===== config.mk =====
export PLATFORM = sky130hd
export DESIGN_NAME = sbfe_framer
export DESIGN_NICKNAME = d
export VERILOG_FILES = /design/src/rtl/sbfe_pkg.sv /design/src/rtl/sbfe_crc32.sv /design/src/rtl/sbfe_framer.sv
export SDC_FILE = /design/constraint.sdc
export NUM_CORES = 1
export LEC_CHECK = 0
export BUFFER_PORTS_ARGS = -buffer_cell sky130_fd_sc_hd__buf_4
export CELL_PAD_IN_SITES_DETAIL_PLACEMENT = 0
export CELL_PAD_IN_SITES_GLOBAL_PLACEMENT = 2
export CORE_AREA = 2 2 232 234
export DETAILED_ROUTE_END_ITERATION = 8
export DIE_AREA = 0 0 234 236
export PLACE_DENSITY_LB_ADDON = 0.1
export SKIP_CTS_REPAIR_TIMING = 1
export SYNTH_ARGS = -nofsm -noshare
export SYNTH_HDL_FRONTEND = slang
export SYNTH_SLANG_ARGS = --single-unit
export TNS_END_PERCENT = 20

===== constraint.sdc =====
create_clock -name clk_sys_i -period 3.5 [get_ports clk_sys_i]
set_input_delay 0.175 -clock clk_sys_i [delete_from_list [all_inputs] [get_ports clk_sys_i]]
set_output_delay 0.175 -clock clk_sys_i [all_outputs]
set_load 0.005 [all_outputs]

===== src/rtl/sbfe_pkg.sv =====
// Shared constants, types and CRC arithmetic for the sideband frame encapsulator
package sbfe_pkg;

    typedef logic [10:0] sbfe_len_t;

    // Header layout, byte positions counted from the first destination byte
    localparam sbfe_len_t   HDR_BYTES       = 11'h00E;
    localparam sbfe_len_t   VLAN_BYTES      = 11'h004;
    localparam sbfe_len_t   FCS_BYTES       = 11'h004;
    localparam sbfe_len_t   POS_DA_LAST     = 11'h005;
    localparam sbfe_len_t   POS_SA_LAST     = 11'h00B;
    localparam sbfe_len_t   POS_ETYPE_HI    = 11'h00C;
    localparam sbfe_len_t   POS_ETYPE_LO    = 11'h00D;
    localparam sbfe_len_t   POS_INNER_HI    = 11'h010;
    localparam sbfe_len_t   POS_INNER_LO    = 11'h011;

    // Field values
    localparam logic [47:0] BCAST_ADDR      = 48'hFFFF_FFFF_FFFF;
    localparam logic [15:0] CTRL_ETYPE      = 16'h88F8;
    localparam logic [15:0] VLAN_TPID       = 16'h8100;

    // Payload and frame size limits, frame sizes include the check sequence
    localparam sbfe_len_t   MIN_PAY_UNTAG   = 11'h02E;
    localparam sbfe_len_t   MIN_PAY_TAG     = 11'h02A;
    localparam sbfe_len_t   MAX_PAY         = 11'h5DC;
    localparam sbfe_len_t   MIN_FRAME       = 11'h040;
    localparam sbfe_len_t   MAX_FRAME_UNTAG = 11'h5EE;
    localparam sbfe_len_t   MAX_FRAME_TAG   = 11'h5F2;

    // Reflected CRC-32, residue seen after the check sequence itself is folded in
    localparam logic [31:0] CRC_POLY        = 32'hEDB8_8320;
    localparam logic [31:0] CRC_INIT        = 32'hFFFF_FFFF;
    localparam logic [31:0] CRC_RESIDUE     = 32'hDEBB_20E3;

    typedef enum logic [2:0] {
        TX_IDLE = 3'b000,
        TX_HDR  = 3'b001,
        TX_PAY  = 3'b011,
        TX_PAD  = 3'b010,
        TX_FCS  = 3'b110
    } sbfe_tx_e;

    function automatic logic [31:0] sbfe_crc_byte(input logic [31:0] crc, input logic [7:0] d);
        logic [31:0] c;
        c = crc ^ {24'h00_0000, d};
        for (int i = 0; i < 8; i++) begin
            c = c[0] ? ((c >> 1) ^ CRC_POLY) : (c >> 1);
        end
        return c;
    endfunction

    // Byte counters stop at the top so oversize frames still read as oversize
    function automatic sbfe_len_t sbfe_sat_inc(input sbfe_len_t v);
        return (v == 11'h7FF) ? v : v + 11'h001;
    endfunction

endpackage


===== src/rtl/sbfe_crc32.sv =====
// Byte-wide running CRC-32 register
module sbfe_crc32 (
    input  wire logic        clk_sys_i,  // System clock
    input  wire logic        rst_n_i,    // Async reset, active low
    input  wire logic        init_i,     // Restart from the seed
    input  wire logic        en_i,       // Fold data_i in this cycle
    input  wire logic [7:0]  data_i,     // Byte to fold
    output logic      [31:0] crc_o       // Running remainder
);
    import sbfe_pkg::*;

    logic [31:0] base;

    // Init with en folds the first byte onto a fresh seed
    assign base = init_i ? CRC_INIT : crc_o;

    always_ff @(posedge clk_sys_i or negedge rst_n_i) begin
        if (!rst_n_i) begin
            crc_o <= CRC_INIT;
        end else if (en_i) begin
            crc_o <= sbfe_crc_byte(base, data_i);
        end else if (init_i) begin
            crc_o <= CRC_INIT;
        end
    end

endmodule


===== src/rtl/sbfe_framer.sv =====
// Sideband frame encapsulation on transmit and header and check sequence screening on receive
// Operation
// [RULE_01] Every packet wrapped: 14-byte header, 4-byte trailer
// [RULE_02] Control frames untagged; pass-through may carry tag
// [RULE_03] Far side sends header bytes big-endian
// [RULE_04] Valid standard pass-through frames are accepted
// [RULE_05] Bytes 0-5 carry destination, high byte first
// [RULE_06] Control frames use broadcast destination
// [RULE_07] Non-broadcast control frames are dropped
// [RULE_08] Bytes 6-11 carry source, never cause rejection
// [RULE_09] Own control frames use all-ones source
// [RULE_10] Bytes 12-13 type, control uses fixed type
// [RULE_11] Check sequence appended after last pad
// [RULE_12] Frames failing check sequence are discarded
// [RULE_13] Control payload 46..1500, frame 64..1518
// [RULE_14] Pass-through payload 42 tagged, 46 untagged, 1500 max
// [RULE_15] Check sequence is standard Ethernet CRC-32
module sbfe_framer (
    input  wire logic                clk_sys_i,       // System clock, 10 MHz
    input  wire logic                rst_n_i,         // Async reset, active low
    input  wire logic                tx_start_i,      // Frame start, fields below sampled
    input  wire logic                tx_ctrl_i,       // Frame is a control message
    input  wire logic                tx_vlan_i,       // Insert a VLAN tag, pass-through only
    input  wire logic [15:0]         tx_tci_i,        // VLAN tag control field
    input  wire logic [47:0]         tx_da_i,         // Pass-through destination
    input  wire logic [47:0]         tx_sa_i,         // Pass-through source
    input  wire logic [15:0]         tx_etype_i,      // Pass-through type
    input  wire logic                tx_valid_i,      // Payload byte valid
    input  wire logic [7:0]          tx_data_i,       // Payload byte
    input  wire logic                tx_last_i,       // Last payload byte
    output logic                     tx_ready_o,      // Payload byte taken
    output logic                     tx_busy_o,       // Frame in progress
    output logic                     lnk_tx_valid_o,  // Link byte valid
    output logic [7:0]               lnk_tx_data_o,   // Link byte
    output logic                     lnk_tx_last_o,   // Last check sequence byte
    input  wire logic                lnk_rx_valid_i,  // Received byte valid
    input  wire logic [7:0]          lnk_rx_data_i,   // Received byte
    input  wire logic                lnk_rx_last_i,   // Last received byte of frame
    output logic                     rx_valid_o,      // Frame byte out, trailer stripped
    output logic [7:0]               rx_data_o,       // Frame byte out
    output logic                     rx_done_o,       // Frame verdict pulse
    output logic                     rx_good_o,       // Verdict: keep the frame
    output logic                     rx_ctrl_o,       // Verdict: control message
    output logic                     rx_tagged_o      // Verdict: VLAN tagged
);
    import sbfe_pkg::*;

    ////////////////////////////////////////////////////////////////////////////
    // Transmit state
    sbfe_tx_e     tx_st_q;
    logic [143:0] hdr_q;
    sbfe_len_t    hdr_left_q;
    sbfe_len_t    pay_cnt_q;
    logic [1:0]   fcs_idx_q;
    logic         ctrl_q;
    logic         tag_q;
    logic         emit_en;
    logic [7:0]   emit_byte;
    logic         pay_end;
    sbfe_len_t    pay_min;
    logic [31:0]  crc_tx;
    logic [47:0]  hdr_da;
    logic [47:0]  hdr_sa;
    logic [15:0]  hdr_et;
    logic         hdr_tag;

    // Control frames override every address and type field the user gives
    assign hdr_da  = tx_ctrl_i ? BCAST_ADDR : tx_da_i;     // RULE_06
    assign hdr_sa  = tx_ctrl_i ? BCAST_ADDR : tx_sa_i;     // RULE_09
    assign hdr_et  = tx_ctrl_i ? CTRL_ETYPE : tx_etype_i;  // RULE_10
    assign hdr_tag = tx_vlan_i && !tx_ctrl_i;              // RULE_02

    always_comb begin
        emit_en   = 1'b0;
        emit_byte = 8'h00;
        unique case (tx_st_q)
            TX_IDLE: ;
            TX_HDR: begin
                emit_en   = 1'b1;
                emit_byte = hdr_q[143:136];
            end
            TX_PAY: begin
                emit_en   = tx_valid_i && tx_ready_o;
                emit_byte = tx_data_i;
            end
            TX_PAD: emit_en = 1'b1;
            TX_FCS: begin
                emit_en   = 1'b1;
                emit_byte = ~crc_tx[8 * fcs_idx_q +: 8];  // RULE_15
            end
            default: ;
        endcase
    end

    // Oversize payload is cut at the maximum; the user sees ready fall
    assign pay_end = (tx_st_q == TX_PAY) && emit_en
                     && (tx_last_i || pay_cnt_q == MAX_PAY - 11'h001);  // RULE_14
    assign pay_min = tag_q ? MIN_PAY_TAG : MIN_PAY_UNTAG;                // RULE_13 RULE_14

    always_ff @(posedge clk_sys_i or negedge rst_n_i) begin
        if (!rst_n_i) begin
            tx_st_q    <= TX_IDLE;
            hdr_q      <= '0;
            hdr_left_q <= '0;
            pay_cnt_q  <= '0;
            fcs_idx_q  <= 2'h0;
            ctrl_q     <= 1'b0;
            tag_q      <= 1'b0;
            tx_ready_o <= 1'b0;
            tx_busy_o  <= 1'b0;
        end else begin
            unique case (tx_st_q)
                TX_IDLE: begin
                    if (tx_start_i) begin
                        ctrl_q    <= tx_ctrl_i;
                        tag_q     <= hdr_tag;
                        tx_busy_o <= 1'b1;
                        tx_st_q   <= TX_HDR;
                        // Fields go out most significant byte first
                        if (hdr_tag) begin
                            hdr_q      <= {hdr_da, hdr_sa, VLAN_TPID, tx_tci_i, hdr_et};  // RULE_02
                            hdr_left_q <= HDR_BYTES + VLAN_BYTES - 11'h001;
                        end else begin
                            hdr_q      <= {hdr_da, hdr_sa, hdr_et, 32'h0000_0000};        // RULE_05 RULE_08
                            hdr_left_q <= HDR_BYTES - 11'h001;                            // RULE_01
                        end
                    end
                end
                TX_HDR: begin
                    hdr_q      <= hdr_q << 8;
                    hdr_left_q <= hdr_left_q - 11'h001;
                    if (hdr_left_q == 11'h000) begin
                        tx_st_q    <= TX_PAY;
                        pay_cnt_q  <= '0;
                        tx_ready_o <= 1'b1;
                    end
                end
                TX_PAY: begin
                    if (emit_en) begin
                        pay_cnt_q <= pay_cnt_q + 11'h001;
                    end
                    if (pay_end) begin
                        tx_ready_o <= 1'b0;
                        fcs_idx_q  <= 2'h0;
                        tx_st_q    <= (pay_cnt_q + 11'h001 < pay_min) ? TX_PAD : TX_FCS;
                    end
                end
                TX_PAD: begin
                    pay_cnt_q <= pay_cnt_q + 11'h001;
                    if (pay_cnt_q == pay_min - 11'h001) begin
                        tx_st_q <= TX_FCS;
                    end
                end
                TX_FCS: begin
                    fcs_idx_q <= fcs_idx_q + 2'h1;
                    if (fcs_idx_q == 2'h3) begin
                        tx_st_q   <= TX_IDLE;
                        tx_busy_o <= 1'b0;
                    end
                end
                default: tx_st_q <= TX_IDLE;
            endcase
        end
    end

    ////////////////////////////////////////////////////////////////////////////
    // Transmit link output and check sequence
    // Trailer bytes are not folded in; the register must hold still while read out
    sbfe_crc32 u_crc_tx (
        .clk_sys_i (clk_sys_i),
        .rst_n_i   (rst_n_i),
        .init_i    (tx_st_q == TX_IDLE),
        .en_i      (emit_en && tx_st_q != TX_FCS),  // RULE_15
        .data_i    (emit_byte),
        .crc_o     (crc_tx)
    );

    always_ff @(posedge clk_sys_i or negedge rst_n_i) begin
        if (!rst_n_i) begin
            lnk_tx_valid_o <= 1'b0;
            lnk_tx_data_o  <= 8'h00;
            lnk_tx_last_o  <= 1'b0;
        end else begin
            lnk_tx_valid_o <= emit_en;
            lnk_tx_data_o  <= emit_byte;
            lnk_tx_last_o  <= (tx_st_q == TX_FCS) && (fcs_idx_q == 2'h3);  // RULE_11
        end
    end

    ////////////////////////////////////////////////////////////////////////////
    // Receive header capture
    sbfe_len_t   rx_pos_q;
    sbfe_len_t   rx_len_q;
    logic        bcast_q;
    logic [15:0] etype_q;
    logic [15:0] inner_q;
    logic        eval_q;
    logic [31:0] crc_rx;
    logic [7:0]  dly_q [4];

    always_ff @(posedge clk_sys_i or negedge rst_n_i) begin
        if (!rst_n_i) begin
            rx_pos_q <= '0;
            rx_len_q <= '0;
            bcast_q  <= 1'b0;
            etype_q  <= 16'h0000;
            inner_q  <= 16'h0000;
            eval_q   <= 1'b0;
        end else begin
            eval_q <= lnk_rx_valid_i && lnk_rx_last_i;
            if (lnk_rx_valid_i) begin
                rx_pos_q <= lnk_rx_last_i ? 11'h000 : sbfe_sat_inc(rx_pos_q);
                if (lnk_rx_last_i) begin
                    rx_len_q <= sbfe_sat_inc(rx_pos_q);
                end
                // Destination only tested for broadcast, never as a station address
                if (rx_pos_q == 11'h000) begin
                    bcast_q <= (lnk_rx_data_i == 8'hFF);                       // RULE_05
                end else if (rx_pos_q <= POS_DA_LAST) begin
                    bcast_q <= bcast_q && (lnk_rx_data_i == 8'hFF);
                end
                // Source bytes pass unchecked
                unique case (rx_pos_q)
                    POS_ETYPE_HI: etype_q[15:8] <= lnk_rx_data_i;              // RULE_03 RULE_10
                    POS_ETYPE_LO: etype_q[7:0]  <= lnk_rx_data_i;              // RULE_08
                    POS_INNER_HI: inner_q[15:8] <= lnk_rx_data_i;
                    POS_INNER_LO: inner_q[7:0]  <= lnk_rx_data_i;
                    default: ;
                endcase
            end
        end
    end

    sbfe_crc32 u_crc_rx (
        .clk_sys_i (clk_sys_i),
        .rst_n_i   (rst_n_i),
        .init_i    (lnk_rx_valid_i && rx_pos_q == 11'h000),
        .en_i      (lnk_rx_valid_i),
        .data_i    (lnk_rx_data_i),
        .crc_o     (crc_rx)
    );

    ////////////////////////////////////////////////////////////////////////////
    // Receive delay line: holds back the trailer so it never reaches the user
    always_ff @(posedge clk_sys_i or negedge rst_n_i) begin
        if (!rst_n_i) begin
            for (int i = 0; i < 4; i++) begin
                dly_q[i] <= 8'h00;
            end
            rx_valid_o <= 1'b0;
            rx_data_o  <= 8'h00;
        end else begin
            rx_valid_o <= lnk_rx_valid_i && (rx_pos_q >= FCS_BYTES);
            if (lnk_rx_valid_i) begin
                rx_data_o <= dly_q[3];
                dly_q[0]  <= lnk_rx_data_i;
                for (int i = 1; i < 4; i++) begin
                    dly_q[i] <= dly_q[i - 1];
                end
            end
        end
    end

    ////////////////////////////////////////////////////////////////////////////
    // Receive verdict
    logic      crc_ok;
    logic      rx_tag;
    logic      len_ok;
    logic      is_ctrl;
    logic      ctrl_ok;
    assign crc_ok  = (crc_rx == CRC_RESIDUE);                                     // RULE_12 RULE_15
    assign rx_tag  = (etype_q == VLAN_TPID);
    assign len_ok  = (rx_len_q >= MIN_FRAME)
                     && (rx_len_q <= (rx_tag ? MAX_FRAME_TAG : MAX_FRAME_UNTAG));   // RULE_13 RULE_14
    assign is_ctrl = (etype_q == CTRL_ETYPE) || (rx_tag && inner_q == CTRL_ETYPE);
    // A tagged control message, or one not sent to broadcast, is dropped
    assign ctrl_ok = !is_ctrl || (bcast_q && !rx_tag);                            // RULE_02 RULE_07

    always_ff @(posedge clk_sys_i or negedge rst_n_i) begin
        if (!rst_n_i) begin
            rx_done_o   <= 1'b0;
            rx_good_o   <= 1'b0;
            rx_ctrl_o   <= 1'b0;
            rx_tagged_o <= 1'b0;
        end else begin
            rx_done_o <= eval_q;
            if (eval_q) begin
                rx_good_o   <= crc_ok && len_ok && ctrl_ok;                       // RULE_04 RULE_12
                rx_ctrl_o   <= is_ctrl;
                rx_tagged_o <= rx_tag;
            end
        end
    end

    ////////////////////////////////////////////////////////////////////////////
    // Checks
    sbfe_len_t out_idx_q;
    always_ff @(posedge clk_sys_i or negedge rst_n_i) begin
        if (!rst_n_i) begin
            out_idx_q <= '0;
        end else if (lnk_tx_valid_o) begin
            out_idx_q <= lnk_tx_last_o ? 11'h000 : sbfe_sat_inc(out_idx_q);
        end
    end
endmodule


**Word level (Yosys, flattened, before mapping)**

Cells that the tools add are included.

- Input bits: 153
- Register bits after elaboration: 349

- Order comparisons: 5
- Shifts and indexed selects: 1
- Reductions and logical operators: 44
- Mux-type cells: 55
- Add/subtract/negate cells: 5
- Bitwise gates (word level): 19
- Equal/unequal tests: 24

Operator list:

| operator | count |
|---|---|
| two-way mux 32 bit | 20 |
| one-hot mux 144 bit (2 select lines) | 1 |
| inverter 13 -> 14 bit | 16 |
| two-way mux 144 bit | 1 |
| two-way mux 48 bit | 3 |
| bitwise XOR 32 x 8 -> 32 bit | 2 |
| two-way mux 11 bit | 5 |
| == test 16 bit, second input constant | 3 |
| one-hot mux 11 bit (3 select lines) | 1 |
| == test 32 bit, second input constant | 1 |
| variable part select 32 x 6 -> 8 bit | 1 |
| one-hot mux 8 bit (3 select lines) | 1 |
| adder 11 x 1 -> 11 bit, second input constant | 2 |
| == test 11 bit, second input constant | 2 |
| == test 11 x 4 -> 1 bit, second input constant | 2 |
| == test 11 x 5 -> 1 bit, second input constant | 2 |
| zero test 11 bit | 2 |
| one-hot mux 11 bit (2 select lines) | 1 |
| two-way mux 3 bit | 7 |
| AND reduction 2 bit | 9 |
| two-way mux 16 bit | 1 |
| logical AND 1 bit | 15 |
| one-hot mux 3 bit (5 select lines) | 1 |
| inequality test 2 bit, second input constant | 6 |
| 29 further kinds | 48 |

**Depth between registers and ports, before layout**

Gate-level depths: netlist (run 1).

- Word-level depth: 21
- Gate-level depth with buffers: 11
- Depth with buffers taken out: 10

**Hierarchy**

Synthesis (run 1) repeated with hierarchy kept, for this count alone.

- Cell total of the unflattened synthesis: 1803
- Area total of the unflattened synthesis: 17740.8 µm²

Modules (own cells, without submodules):

| module | instances | area an instance (µm²) | cells an instance |
|---|---|---|---|
| sbfe_framer | 1 | 12733.5 | 1223 |
| sbfe_crc32 | 2 | 2503.7 | 290 |

**Worst setup path after synthesis (run 1)**

Ideal clock, no wire load.

- Kind: reg-to-reg
- Start point: register fcs_idx_q[0]
- End point: register u_crc_tx.crc_o[21]
- Period minus slack after synthesis: 2.471 ns
- Arrival time: 2.378 ns
- Cell stages (with the launch flop): 10
- Setup slack: 1.029 ns
- Buffers on the path: 1
- Path through: dfrtp_1 > buf_6 > mux4_2 > o22ai_4 > xnor2_4 > xor2_2 > xor2_2 > xor2_1 > xnor2_1 > a21oi_1

- Word-level cells in the longest chain between the ends: 17

RTL lines:

| element | line | source |
|---|---|---|
| start, declared | sbfe_framer.sv:54 | `logic [1:0] fcs_idx_q;` |
| start signal, assigned | sbfe_framer.sv:155 | `fcs_idx_q <= fcs_idx_q + 2'h1;` |
| variable part select 32 x 6 -> 8 bit * | sbfe_framer.sv:89 | `emit_byte = ~crc_tx[8 * fcs_idx_q +: 8];` |
| inverter 8 bit * | sbfe_framer.sv:89 |  |
| one-hot mux 8 bit (3 select lines) * | sbfe_framer.sv:76 | `unique case (tx_st_q)` |
| net emit_byte[1] | sbfe_framer.sv:58 | `logic [7:0] emit_byte;` |
| bitwise XOR 32 x 8 -> 32 bit * | sbfe_pkg.sv:45 | `c = crc ^ {24'h00_0000, d};` |
| two-way mux 32 bit * (2 in a row) | sbfe_pkg.sv:47 | `c = c[0] ? ((c >> 1) ^ CRC_POLY) : (c >> 1);` |
| inverter 13 -> 14 bit (no source line) | -- |  |
| two-way mux 32 bit * (2 in a row) | sbfe_pkg.sv:47 |  |
| inverter 13 -> 14 bit (no source line) | -- |  |
| two-way mux 32 bit * | sbfe_pkg.sv:47 |  |
| inverter 13 -> 14 bit (no source line) | -- |  |
| two-way mux 32 bit * (2 in a row) | sbfe_pkg.sv:47 |  |
| inverter 13 -> 14 bit (no source line) | -- |  |
| two-way mux 32 bit * | sbfe_pkg.sv:47 |  |
| two-way mux 32 bit * | sbfe_crc32.sv:20 | `end else if (en_i) begin` |
| end signal, assigned | sbfe_crc32.sv:21 | `crc_o <= sbfe_crc_byte(base, data_i);` |
| end, declared | sbfe_crc32.sv:8 | `output logic [31:0] crc_o` |

Mark *: on every way through the listed nets, which the timed path passes. The rest lies on a longest branch.
A chain may end at the register's enable or synchronous reset.

**Final worst setup path (run 1)**

- Start point: register hdr_left_q[0]
- End point: register pay_cnt_q[9]

- Word-level cells in the longest chain between the ends: 3

RTL lines:

| element | line | source |
|---|---|---|
| start, declared | sbfe_framer.sv:52 | `sbfe_len_t hdr_left_q;` |
| start signal, assigned | sbfe_framer.sv:122 | `hdr_left_q <= HDR_BYTES + VLAN_BYTES - 11'h001;` |
| start signal, assigned | sbfe_framer.sv:125 | `hdr_left_q <= HDR_BYTES - 11'h001;` |
| start signal, assigned | sbfe_framer.sv:131 | `hdr_left_q <= hdr_left_q - 11'h001;` |
| zero test 11 bit | sbfe_framer.sv:132 | `if (hdr_left_q == 11'h000) begin` |
| inequality test 2 bit (no source line) | -- |  |
| AND reduction 3 bit (no source line) | -- |  |
| end signal, assigned | sbfe_framer.sv:140 | `pay_cnt_q <= pay_cnt_q + 11'h001;` |
| end signal, assigned | sbfe_framer.sv:149 | `pay_cnt_q <= pay_cnt_q + 11'h001;` |
| end, declared | sbfe_framer.sv:53 | `sbfe_len_t pay_cnt_q;` |

Every way passes these cells.

==> results of run 1 <==
sequential cells by signal (all words and copies together) (netlist names), 2 cells and up:
| signal | count |
|---|---|
| hdr_left_q | 11 |
| rx_data_o | 8 |
| rx_pos_q | 11 |
| lnk_tx_data_o | 8 |
| fcs_idx_q | 2 |
| u_crc_rx.crc_o | 32 |
| rx_len_q | 11 |
| hdr_q | 144 |
| pay_cnt_q | 11 |
| tx_st_q | 3 |
| etype_q | 16 |
| dly_q | 32 |
| inner_q | 16 |
| u_crc_tx.crc_o | 32 |
routing by layer:
metal  GRT usage, %  up-vias  part of all wire [%]
met5              0        -                 0.050
li1               -     7152                     -
met4          4.469        4                   1.8
met2          30.72      231                    48
met3          4.473       68                   4.0
met1          26.60     7391                    46
synth_stat cells, drive strengths merged, types with 4 or more instances:
library cell	instances
a21o	5
a21oi	82
a221o	8
a22o	6
a31oi	43
and2	6
and3	18
buf	20
clkbuf	132
dfrtp	285
dfstp	64
ha	11
inv	21
mux2	82
mux2i	9
mux4	8
nand2	187
nand3	63
nand3b	5
nand4	8
nand4b	7
nor2	255
nor3	139
nor4	8
nor4b	7
o211ai	7
o21a	6
o21ai	64
o22a	13
o22ai	9
o31ai	104
o32a	4
or3	6
xnor2	122
xor2	45
kinds of logic after synthesis:
family,after synthesis,share of synthesized area (%)
AO/OA/AOI/OAI,373,13.78
XOR/XNOR,167,8.866
adder cells (fa/ha/maj),11,0.7548
buffers and inverters,173,3.658
flip-flops,349,48.34
multiplexers,99,6.636
AND/OR/NAND/NOR,726,17.97
report_power, final:
| part | internal [mW] | switching, mW | leakage, nW |
|---|---|---|---|
| clock | 2.94 | 1.80 | 0.751 |
| sequential | 5.72 | 1.14 | 4.40 |
| combinational | 4.24 | 4.52 | 4.61 |
final cells by class:
type	instances	area (um2)	area share [%]
diodes	3	7.507	0.03249
clock buffers	63	1301	5.631
well taps	696	870.8	3.769
flip-flops and latches	349	8813	38.14
repair buffers	343	3043	13.17
inverters	21	78.83	0.3411
multi-input cells	1376	8782	38.01
clock inverters	15	210.2	0.9097
through the flow:
| stage | hold slack [ns] | std cells | area (um2) | total power, mW | utilization (%) |
|---|---|---|---|---|---|
| after floorplan | -0.1206 | 1898 | 18230 | 13.43 | - |
| after global placement | 0.2658 | 2656 | 20300 | 15.56 | 38.25 |
| after detailed placement | 0.2702 | 2656 | 20300 | 15.67 | 38.25 |
| after CTS | -0.3430 | 2734 | 21810 | 20.56 | 41.09 |
| after global routing | 0.0006346 | 2865 | 23100 | 21.91 | 43.54 |
| final | -0.04800 | 2866 | 23110 | 20.37 | 43.54 |
path summary, 6_finish.rpt:
path	slack, ns	endpoint	startpoint	cells after the start
hold / removal	-0.05	hdr_q[141]	tx_da_i[45]	3
setup reg to reg	0.48	pay_cnt_q[9]	hdr_left_q[0]	9
min in group asynchronous	0.24	rx_len_q[3]	rst_n_i	2
setup / recovery	0.48	pay_cnt_q[9]	hdr_left_q[0]	9
hold reg to reg	0.47	hdr_q[89]	hdr_q[81]	2
max in group asynchronous	2.38	u_crc_tx.crc_o[23]	rst_n_i	3
critical path, cell delays in order (launching register included):
cell and delay, ns:
dfrtp_1 0.40, inv_1 0.06, ha_1 0.18, nand2b_1 0.09
nor4_1 0.50, a311o_1 0.33, nor2b_1 0.35, o21ai_0 0.52
o21ai_0 0.35, o31ai_1 0.10
==> run summary, run 1 <==
status - finished with violations
failing checks - negative hold slack
Die X - 234 um
asr flop ratio synth - 100.0%
Synth Register Bits - 349
syn nets - 2062
Final setup viols - 0
crit path time final - 3.018 ns
RSZ-0062 raised after global routing - false
Die ar. - 55220 um2
placer's final routability congestion estimate - 0.8133
vias in the first global route - 14580
Final Hold Viols - 3
GR Overflow Total - 0
commonest non-fill, non-tap cell in the layout - dfrtp_1
power per cell area - 881.4 nW/um2
PortBufs - 177
critical path class - register to register
Post-synth EDFFs - 0
Routed WL per cell - 18.71 um
layout cell share with drive strength beyond 1 - 22.01%
Inserted Clock Buffers - 43
Die H - 236 um
initial DRC count - 907
initial antenna violation count - 5
Post-Synthesis Cells - 1898
first-pass GRT wire length - 83.96 mm
Detailed Place HPWL - 35.79 mm
Critical Path End Type - register
crit share post-route - 86.23%
critical path peak fanout - 11
Vias per Instance - 5.180
Sink Count - 349
startpoint types - register
total core area - 53070 um2
final setup margin - 0.4819 ns
MaxCap Viol Count - 0
htree depth - 2
worst vdd ir - 499.1 uV
Synth Area per Inst - 9.607 um2
clock root buffer - clkbuf_16
worst-skew pair later-pin latency - 0.56 ns
Row Count - 85
commonest cells after routing, fill and taps aside - dfrtp_1, nor2_1, buf_4, nand2_1, nor3_1
Clock Skew - 0.01373 ns
worst rel slew slack - 19.38%
WL final - 53.63 mm
fill cell count - 5207
dpl ws - 0.5454 ns
Nets - 2298
Final TNS setup - 0 ns
DRT antenna net count - 0
CTS tree - yes
Main synth FF type - dfrtp_1
largest net degree at the start of global routing - 109
Slew Viols, Final - 0
top area cells in the synthesized netlist - dfrtp_1, dfstp_2, xnor2_1, nor2_1, mux2_2
# DRC - 0
Worst EP required - 3.92 ns
Least-Margin Pin Slew - 1.197 ns
clk slew on worst S/H paths - 0.06 ns
Mapped Area - 18230 um2
Synth top area share - 39.11%
worst hold path type - input pin to register
P&R area growth vs syn - 26.73%
I/O pin count - 178
yosys warns - 0
Synth cell types - 75
Vias - 14850
CTS max path bufs - 3
Crit path arrival time - 3.44 ns
register area share after synthesis - 48.34%
DRT Pass-1 Iters - 5
WHS - -0.04800 ns
Initial Util - 34.36%
post-synth top area cell - dfrtp_1
total track usage - 19.32%
Fmax - 331.3 MHz
static leakage - 9.761 nW
Note: power is estimated with default switching activity, not from simulation.
==> run 2: changes to the inputs <==
==> constraint.sdc (replaced) <==
create_clock -name clk_sys_i -period 3.1 [get_ports clk_sys_i]
set_input_delay 0 -clock clk_sys_i [delete_from_list [all_inputs] [get_ports clk_sys_i]]
set_output_delay 0 -clock clk_sys_i [all_outputs]
set_load 0.005 [all_outputs]
==> run 2 against run 1 <==
Clock-buffer cell count up 4. Worst setup slack worse by 0.15 ns. The flow now finishes without violations. Via count down 0.24%. Largest power group unchanged. Global-route usage down 0.079 points. Clock power up 7.2%. Critical endpoint is now u_crc_tx.crc_o[21]. Highest routed layer unchanged. Fmax up 8.9%. First-iteration DRC count down 2.5%.
==> run summary, run 2 (same netlist as run 1, synthesis figures left out) <==
Min-Delay Path Depth - 3
static leakage - 9.843 nW
GR Overflow Total - 0
fill cell count - 5178
power per cell area - 985.4 nW/um2
worst-skew pair later-pin latency - 0.57 ns
area of the multi-input gates - 8785 um2
htree depth - 2
layout cell share with drive strength beyond 1 - 21.61%
DRT antenna net count - 0
Vias per Instance - 5.098
clk slew on worst S/H paths - 0.06 ns
Critical Path End Type - register
Worst EP required - 3.53 ns
global route hottest layer - met2
Fmax - 360.8 MHz
Die ar. - 55220 um2
crit share post-route - 89.42%
Hold Crit Start - tx_ctrl_i
total core area - 53070 um2
R2R cell count - 8
WL final - 53.60 mm
Vias - 14810
total power - 23.00 mW
Register Area - 8813 um2
met1 usage - 26.55%
MaxCap Viol Count - 0
Cells after DPL - 2669
Slew Viols, Final - 0
reg2reg end - u_crc_tx.crc_o[21]
fin util - 43.98%
I/O pin count - 178
first-pass GRT wire length - 83.99 mm
critical path class - register to register
placer's final routability congestion estimate - 0.8092
Die H - 236 um
Hold Path End - hdr_q[55]
final setup margin - 0.3281 ns
total track usage - 19.24%
Nets - 2334
Die X - 234 um
dpl ws - 0.3213 ns
CTS max path bufs - 3
max FFs per register - 144
Final setup viols - 0
DP Area - 20410 um2
RSZ-0062 raised after global routing - false
R2R setup slack - 0.33 ns
worst rel slew slack - 24.02%
CTS tree - yes
commonest non-fill, non-tap cell in the layout - dfrtp_1
startpoint types - register
initial antenna violation count - 11
# DRC - 0
worst hold path type - input pin to register
Initial Util - 34.36%
M2 GR Usage - 30.69%
critical path peak fanout - 12
Detailed Place HPWL - 35.36 mm
clock root buffer - clkbuf_16
Sink Count - 349
Crit path arrival time - 3.21 ns
commonest cells after routing, fill and taps aside - dfrtp_1, nor2_1, buf_4, nand2_1, dlygate4sd3_1
vias in the first global route - 14530
largest net degree at the start of global routing - 97
PortBufs - 177
Final Hold Viols - 0
Row Count - 85
Final TNS setup - 0 ns
worst vdd ir - 540.4 uV
initial DRC count - 884
GR met3 Demand/Resource - 4.521%
Routed WL per cell - 18.45 um
Critical R2R Launch - tx_st_q[0]
post-route cell area - 23340 um2
crit path time final - 2.772 ns
Clock Skew - 0.02646 ns
status - finished clean
Least-Margin Pin Slew - 1.140 ns
P&R area growth vs syn - 28.00%
Inserted Clock Buffers - 43
WHS - 0.03343 ns
Post-Layout Cell Count - 2905
DRT Pass-1 Iters - 6
Most flops, register - hdr_q
==> run 2: cell type report <==
| cell class | instances | share of cell area, % |
|---|---|---|
| clock inverters | 11 | 0.7988 |
| diodes | 6 | 0.06433 |
| repair buffers | 379 | 14.50 |
| well taps | 696 | 3.731 |
| multi-input cells | 1376 | 37.64 |
| inverters | 21 | 0.3377 |
| clock buffers | 67 | 5.168 |
| flip-flops and latches | 349 | 37.76 |
==> run 2: layer usage <==
layer | vias to the layer above | share of wire, %
met3 | 61 | 3.6
met1 | 7259 | 47
li1 | 7230 | -
met4 | 10 | 1.5
met2 | 251 | 48
met5 | - | 0.10
==> run 2: where the power goes <==
part | internal (mW) | leakage, nW | total, mW | switching, mW
sequential | 6.46 | 4.40 | 7.71 | 1.25
clock | 3.09 | 0.673 | 5.08 | 2.00
combinational | 5.00 | 4.77 | 10.2 | 5.21
==> run 2: worst max-delay path by stage <==
stage | from | end | slack [ns] | cells past startpoint
6_report | tx_st_q[0] | u_crc_tx.crc_o[21] | 0.33 | 8
3_5_place_dp | tx_st_q[0] | u_crc_tx.crc_o[21] | 0.32 | 8
3_3_place_gp | rx_pos_q[5] | u_crc_rx.crc_o[16] | 0.37 | 8
4_1_cts | hdr_left_q[7] | pay_cnt_q[5] | 0.31 | 6
5_1_grt | rx_pos_q[5] | u_crc_rx.crc_o[20] | 0.11 | 9
2_1_floorplan | fcs_idx_q[0] | u_crc_tx.crc_o[21] | 0.63 | 9
==> run 2: critical path, stage by stage, from the launching register on <==
cell     delay, ns
dfrtp_1       0.46
or2b_1        0.64
o22ai_4       0.19
xnor2_4       0.43
xor2_2        0.25
xor2_2        0.25
xor2_1        0.21
xnor2_1       0.14
a21oi_1       0.08
==> run 3: changes to the inputs <==
--- a/config.mk
+++ b/config.mk
@@ -5,13 +5,11 @@
 export SDC_FILE = /design/constraint.sdc
 export NUM_CORES = 1
 export LEC_CHECK = 0
+export ABC_AREA = 1
 export BUFFER_PORTS_ARGS = -buffer_cell sky130_fd_sc_hd__buf_4
-export CELL_PAD_IN_SITES_DETAIL_PLACEMENT = 0
-export CELL_PAD_IN_SITES_GLOBAL_PLACEMENT = 2
-export CORE_AREA = 2 2 232 234
+export CORE_AREA = 2 2 235 237
 export DETAILED_ROUTE_END_ITERATION = 8
-export DIE_AREA = 0 0 234 236
-export PLACE_DENSITY_LB_ADDON = 0.1
+export DIE_AREA = 0 0 237 239
 export SKIP_CTS_REPAIR_TIMING = 1
 export SYNTH_ARGS = -nofsm -noshare
 export SYNTH_HDL_FRONTEND = slang
==> run 3 against run 2 <==
The run now ends with negative hold slack left. First-iteration DRC count up 39%. Critical endpoint is now u_crc_rx.crc_o[24]. Final area is 1.9% higher. Largest power group unchanged. Critical path type unchanged. Fmax up 2.0%. Clock skew shrank 0.0080 ns. Non-clock buffer count decreased by 27. Synthesized cell count rose by 30%.
==> run summary, run 3 <==
Detailed Place HPWL - 36.66 mm
crit path time final - 2.718 ns
static leakage - 11.41 nW
top-count cell post-synth - nand2_1
DRT Pass-1 Iters - 5
R2R setup slack - 0.38 ns
total track usage - 18.49%
Least-Margin Pin Slew - 0.8518 ns
Sink Count - 349
Comb power frac - 49.0%
critical path's largest stage delay - 0.42 ns
startpoint types - register
Final setup viols - 0
CTS tree - yes
reg2reg end - u_crc_rx.crc_o[24]
Mapped Area - 18830 um2
top area cells in the synthesized netlist - dfrtp_1, nand2_1, o21ai_0, dfstp_2, inv_1
Critical R2R Launch - rx_pos_q[0]
Synth cell types - 59
WL final - 54.06 mm
Row Count - 86
failing checks - negative hold slack
Seq pwr share - 30.3%
max FFs per register - 144
Main synth FF type - dfrtp_1
Clk pwr share - 20.7%
Net Sw Power - 10.79 mW
Cells after DPL - 3257
asr flop ratio synth - 100.0%
Net Sw Frac - 43.94%
commonest non-fill, non-tap cell in the layout - nand2_1
# DRC - 0
worst-skew pair later-pin latency - 0.57 ns
PortBufs - 177
worst path cell trace - inv_1, ha_1, nand3_2, nor2_4, nand3_4, nand2_4, xor2_2, nand2_1, nand2_1, inv_1, nand2_1, nand2_1, nand2_1, nand3_1, nand2_1
Internal - 13.77 mW
Initial Util - 34.66%
RSZ-0062 raised after global routing - false
CTS max path bufs - 3
fill cell count - 5336
vias in the first global route - 15950
syn nets - 2626
Most flops, register - hdr_q
clock root buffer - clkbuf_16
yosys warns - 0
WHS - -0.07291 ns
power per cell area - 1033 nW/um2
Vias per Instance - 4.923
first-pass GRT wire length - 84.57 mm
Crit path arrival time - 3.22 ns
critical path class - register to register
Routed WL per cell - 15.51 um
cell mode on critical path - nand2_1
GR Overflow Total - 0
layout cell share with drive strength beyond 1 - 16.37%
Post-synth EDFFs - 0
Register Area - 8813 um2
Die X - 237 um
Vias - 17160
Synth top area share - 37.87%
Synth Register Bits - 349
initial antenna violation count - 3
crit share post-route - 87.66%
Final Hold Viols - 3
Synth Area per Inst - 7.649 um2
Slew Viols, Final - 0
P&R area growth vs syn - 26.22%
largest net degree at the start of global routing - 190
Min-Delay Path Depth - 5
initial DRC count - 1231
MaxCap Viol Count - 0
Die H - 239 um
slowest CP cell - xor2_2
Inserted Clock Buffers - 42
area of the multi-input gates - 8486 um2
Post-Synthesis Cells - 2462
Post-Layout Cell Count - 3486
R2R cell count - 15
worst rel slew slack - 42.47%
status - finished with violations
total core area - 54340 um2
I/O pin count - 178
clk slew on worst S/H paths - 0.06 ns
htree depth - 2
worst vdd ir - 454.5 uV
placer's final routability congestion estimate - 0.8828
register area share after synthesis - 46.80%
Clock Skew - 0.01842 ns
critical path peak fanout - 17
Worst EP required - 3.60 ns
DRT antenna net count - 0
Die ar. - 56640 um2
Synth top cells by count - nand2_1, o21ai_0, dfrtp_1
Hold Crit Start - tx_da_i[18]
Fmax - 368.0 MHz
post-synth top area cell - dfrtp_1
commonest cells after routing, fill and taps aside - nand2_1, o21ai_0, dfrtp_1, inv_1, buf_4
Critical Path End Type - register
worst hold path type - input pin to register
Hold Path End - hdr_q[114]
Nets - 2910
Final TNS setup - 0 ns
## run 3: changes by cell type after synthesis, sizes merged, moves of 98 or more
cell / previous run / this run
nand2: 187 / 786
o21ai: 64 / 435
inv: 21 / 273
nor2: 255 / 102
xnor2: 122 / 4
nor3: 139 / 22
o31ai: 104 / 1
nand3: 63 / 161
## run 3: per-stage QoR
stage | util [%] | instance area, um2 | worst slack, ns | power [mW] | hold WS (ns)
finish | 43.75 | 23770 | 0.3824 | 24.56 | -0.07291
detailed placement | 38.37 | 20850 | 0.3594 | 19.39 | 0.06339
CTS | 40.99 | 22270 | 0.3347 | 24.62 | -0.5356
floorplan | - | 18830 | 0.9016 | 16.21 | -0.2956
global route | 43.75 | 23770 | 0.1313 | 26.74 | -0.0003116
global placement | 38.37 | 20850 | 0.5067 | 19.18 | 0.07182
## run 3: critical path: cells and delay by family (launching register included)
kind          cells  cell delay, ns
xor+xnor          1            0.42
buf+inv           2            0.21
flops             1            0.41
fa+ha+maj         1            0.22
simple gates     11            1.37
## run 3: power by group through the flow
stage	Combinational, mW	Sequential (mW)	Clock, mW
detailed placement	11.9	7.50	0
global placement	11.7	7.47	0
global route	13.7	7.62	5.41
finish	12.0	7.44	5.08
CTS	12.0	7.44	5.22
floorplan	9.01	7.20	0
## run 3: how the worst max path moves through the flow
stage,from,endpoint,slack (ns),cells past startpoint
global route,rx_pos_q[1],u_crc_rx.crc_o[24],0.13,15
floorplan,etype_q[13],rx_good_o,0.90,14
finish,rx_pos_q[0],u_crc_rx.crc_o[24],0.38,15
CTS,rx_pos_q[0],u_crc_rx.crc_o[24],0.33,15
detailed placement,rx_pos_q[0],u_crc_rx.crc_o[24],0.36,15
global placement,rx_pos_q[0],u_crc_rx.crc_o[20],0.51,15
## run 3: final cells by class
cell class | count | share of cell area (%)
Antenna cell | 3 | 0.03158
Clock buffer | 62 | 5.290
Clock inverter | 15 | 0.6948
Inverter | 274 | 4.379
Multi-Input combinational cell | 1727 | 35.70
Sequential cell | 349 | 37.08
Tap cell | 704 | 3.705
Timing Repair Buffer | 352 | 13.13
## run 3: kinds of logic after synthesis
kind of cell    Yosys count  share of synthesized area, %
simple gates           1123                         26.11
compound gates          524                         14.61
buf+inv                 387                         8.238
flops                   349                         46.80
xor+xnor                 67                         3.455
fa+ha+maj                11                        0.7308
mux                       1                       0.05979
## run 3: per-layer routing
metal,wire length [um],vias up,track usage [%]
met4,1551,0,6.713
met5,0,-,0
met2,25570,379,29.63
li1,-,8514,-
met1,24360,8171,24.68
met3,2569,97,3.903
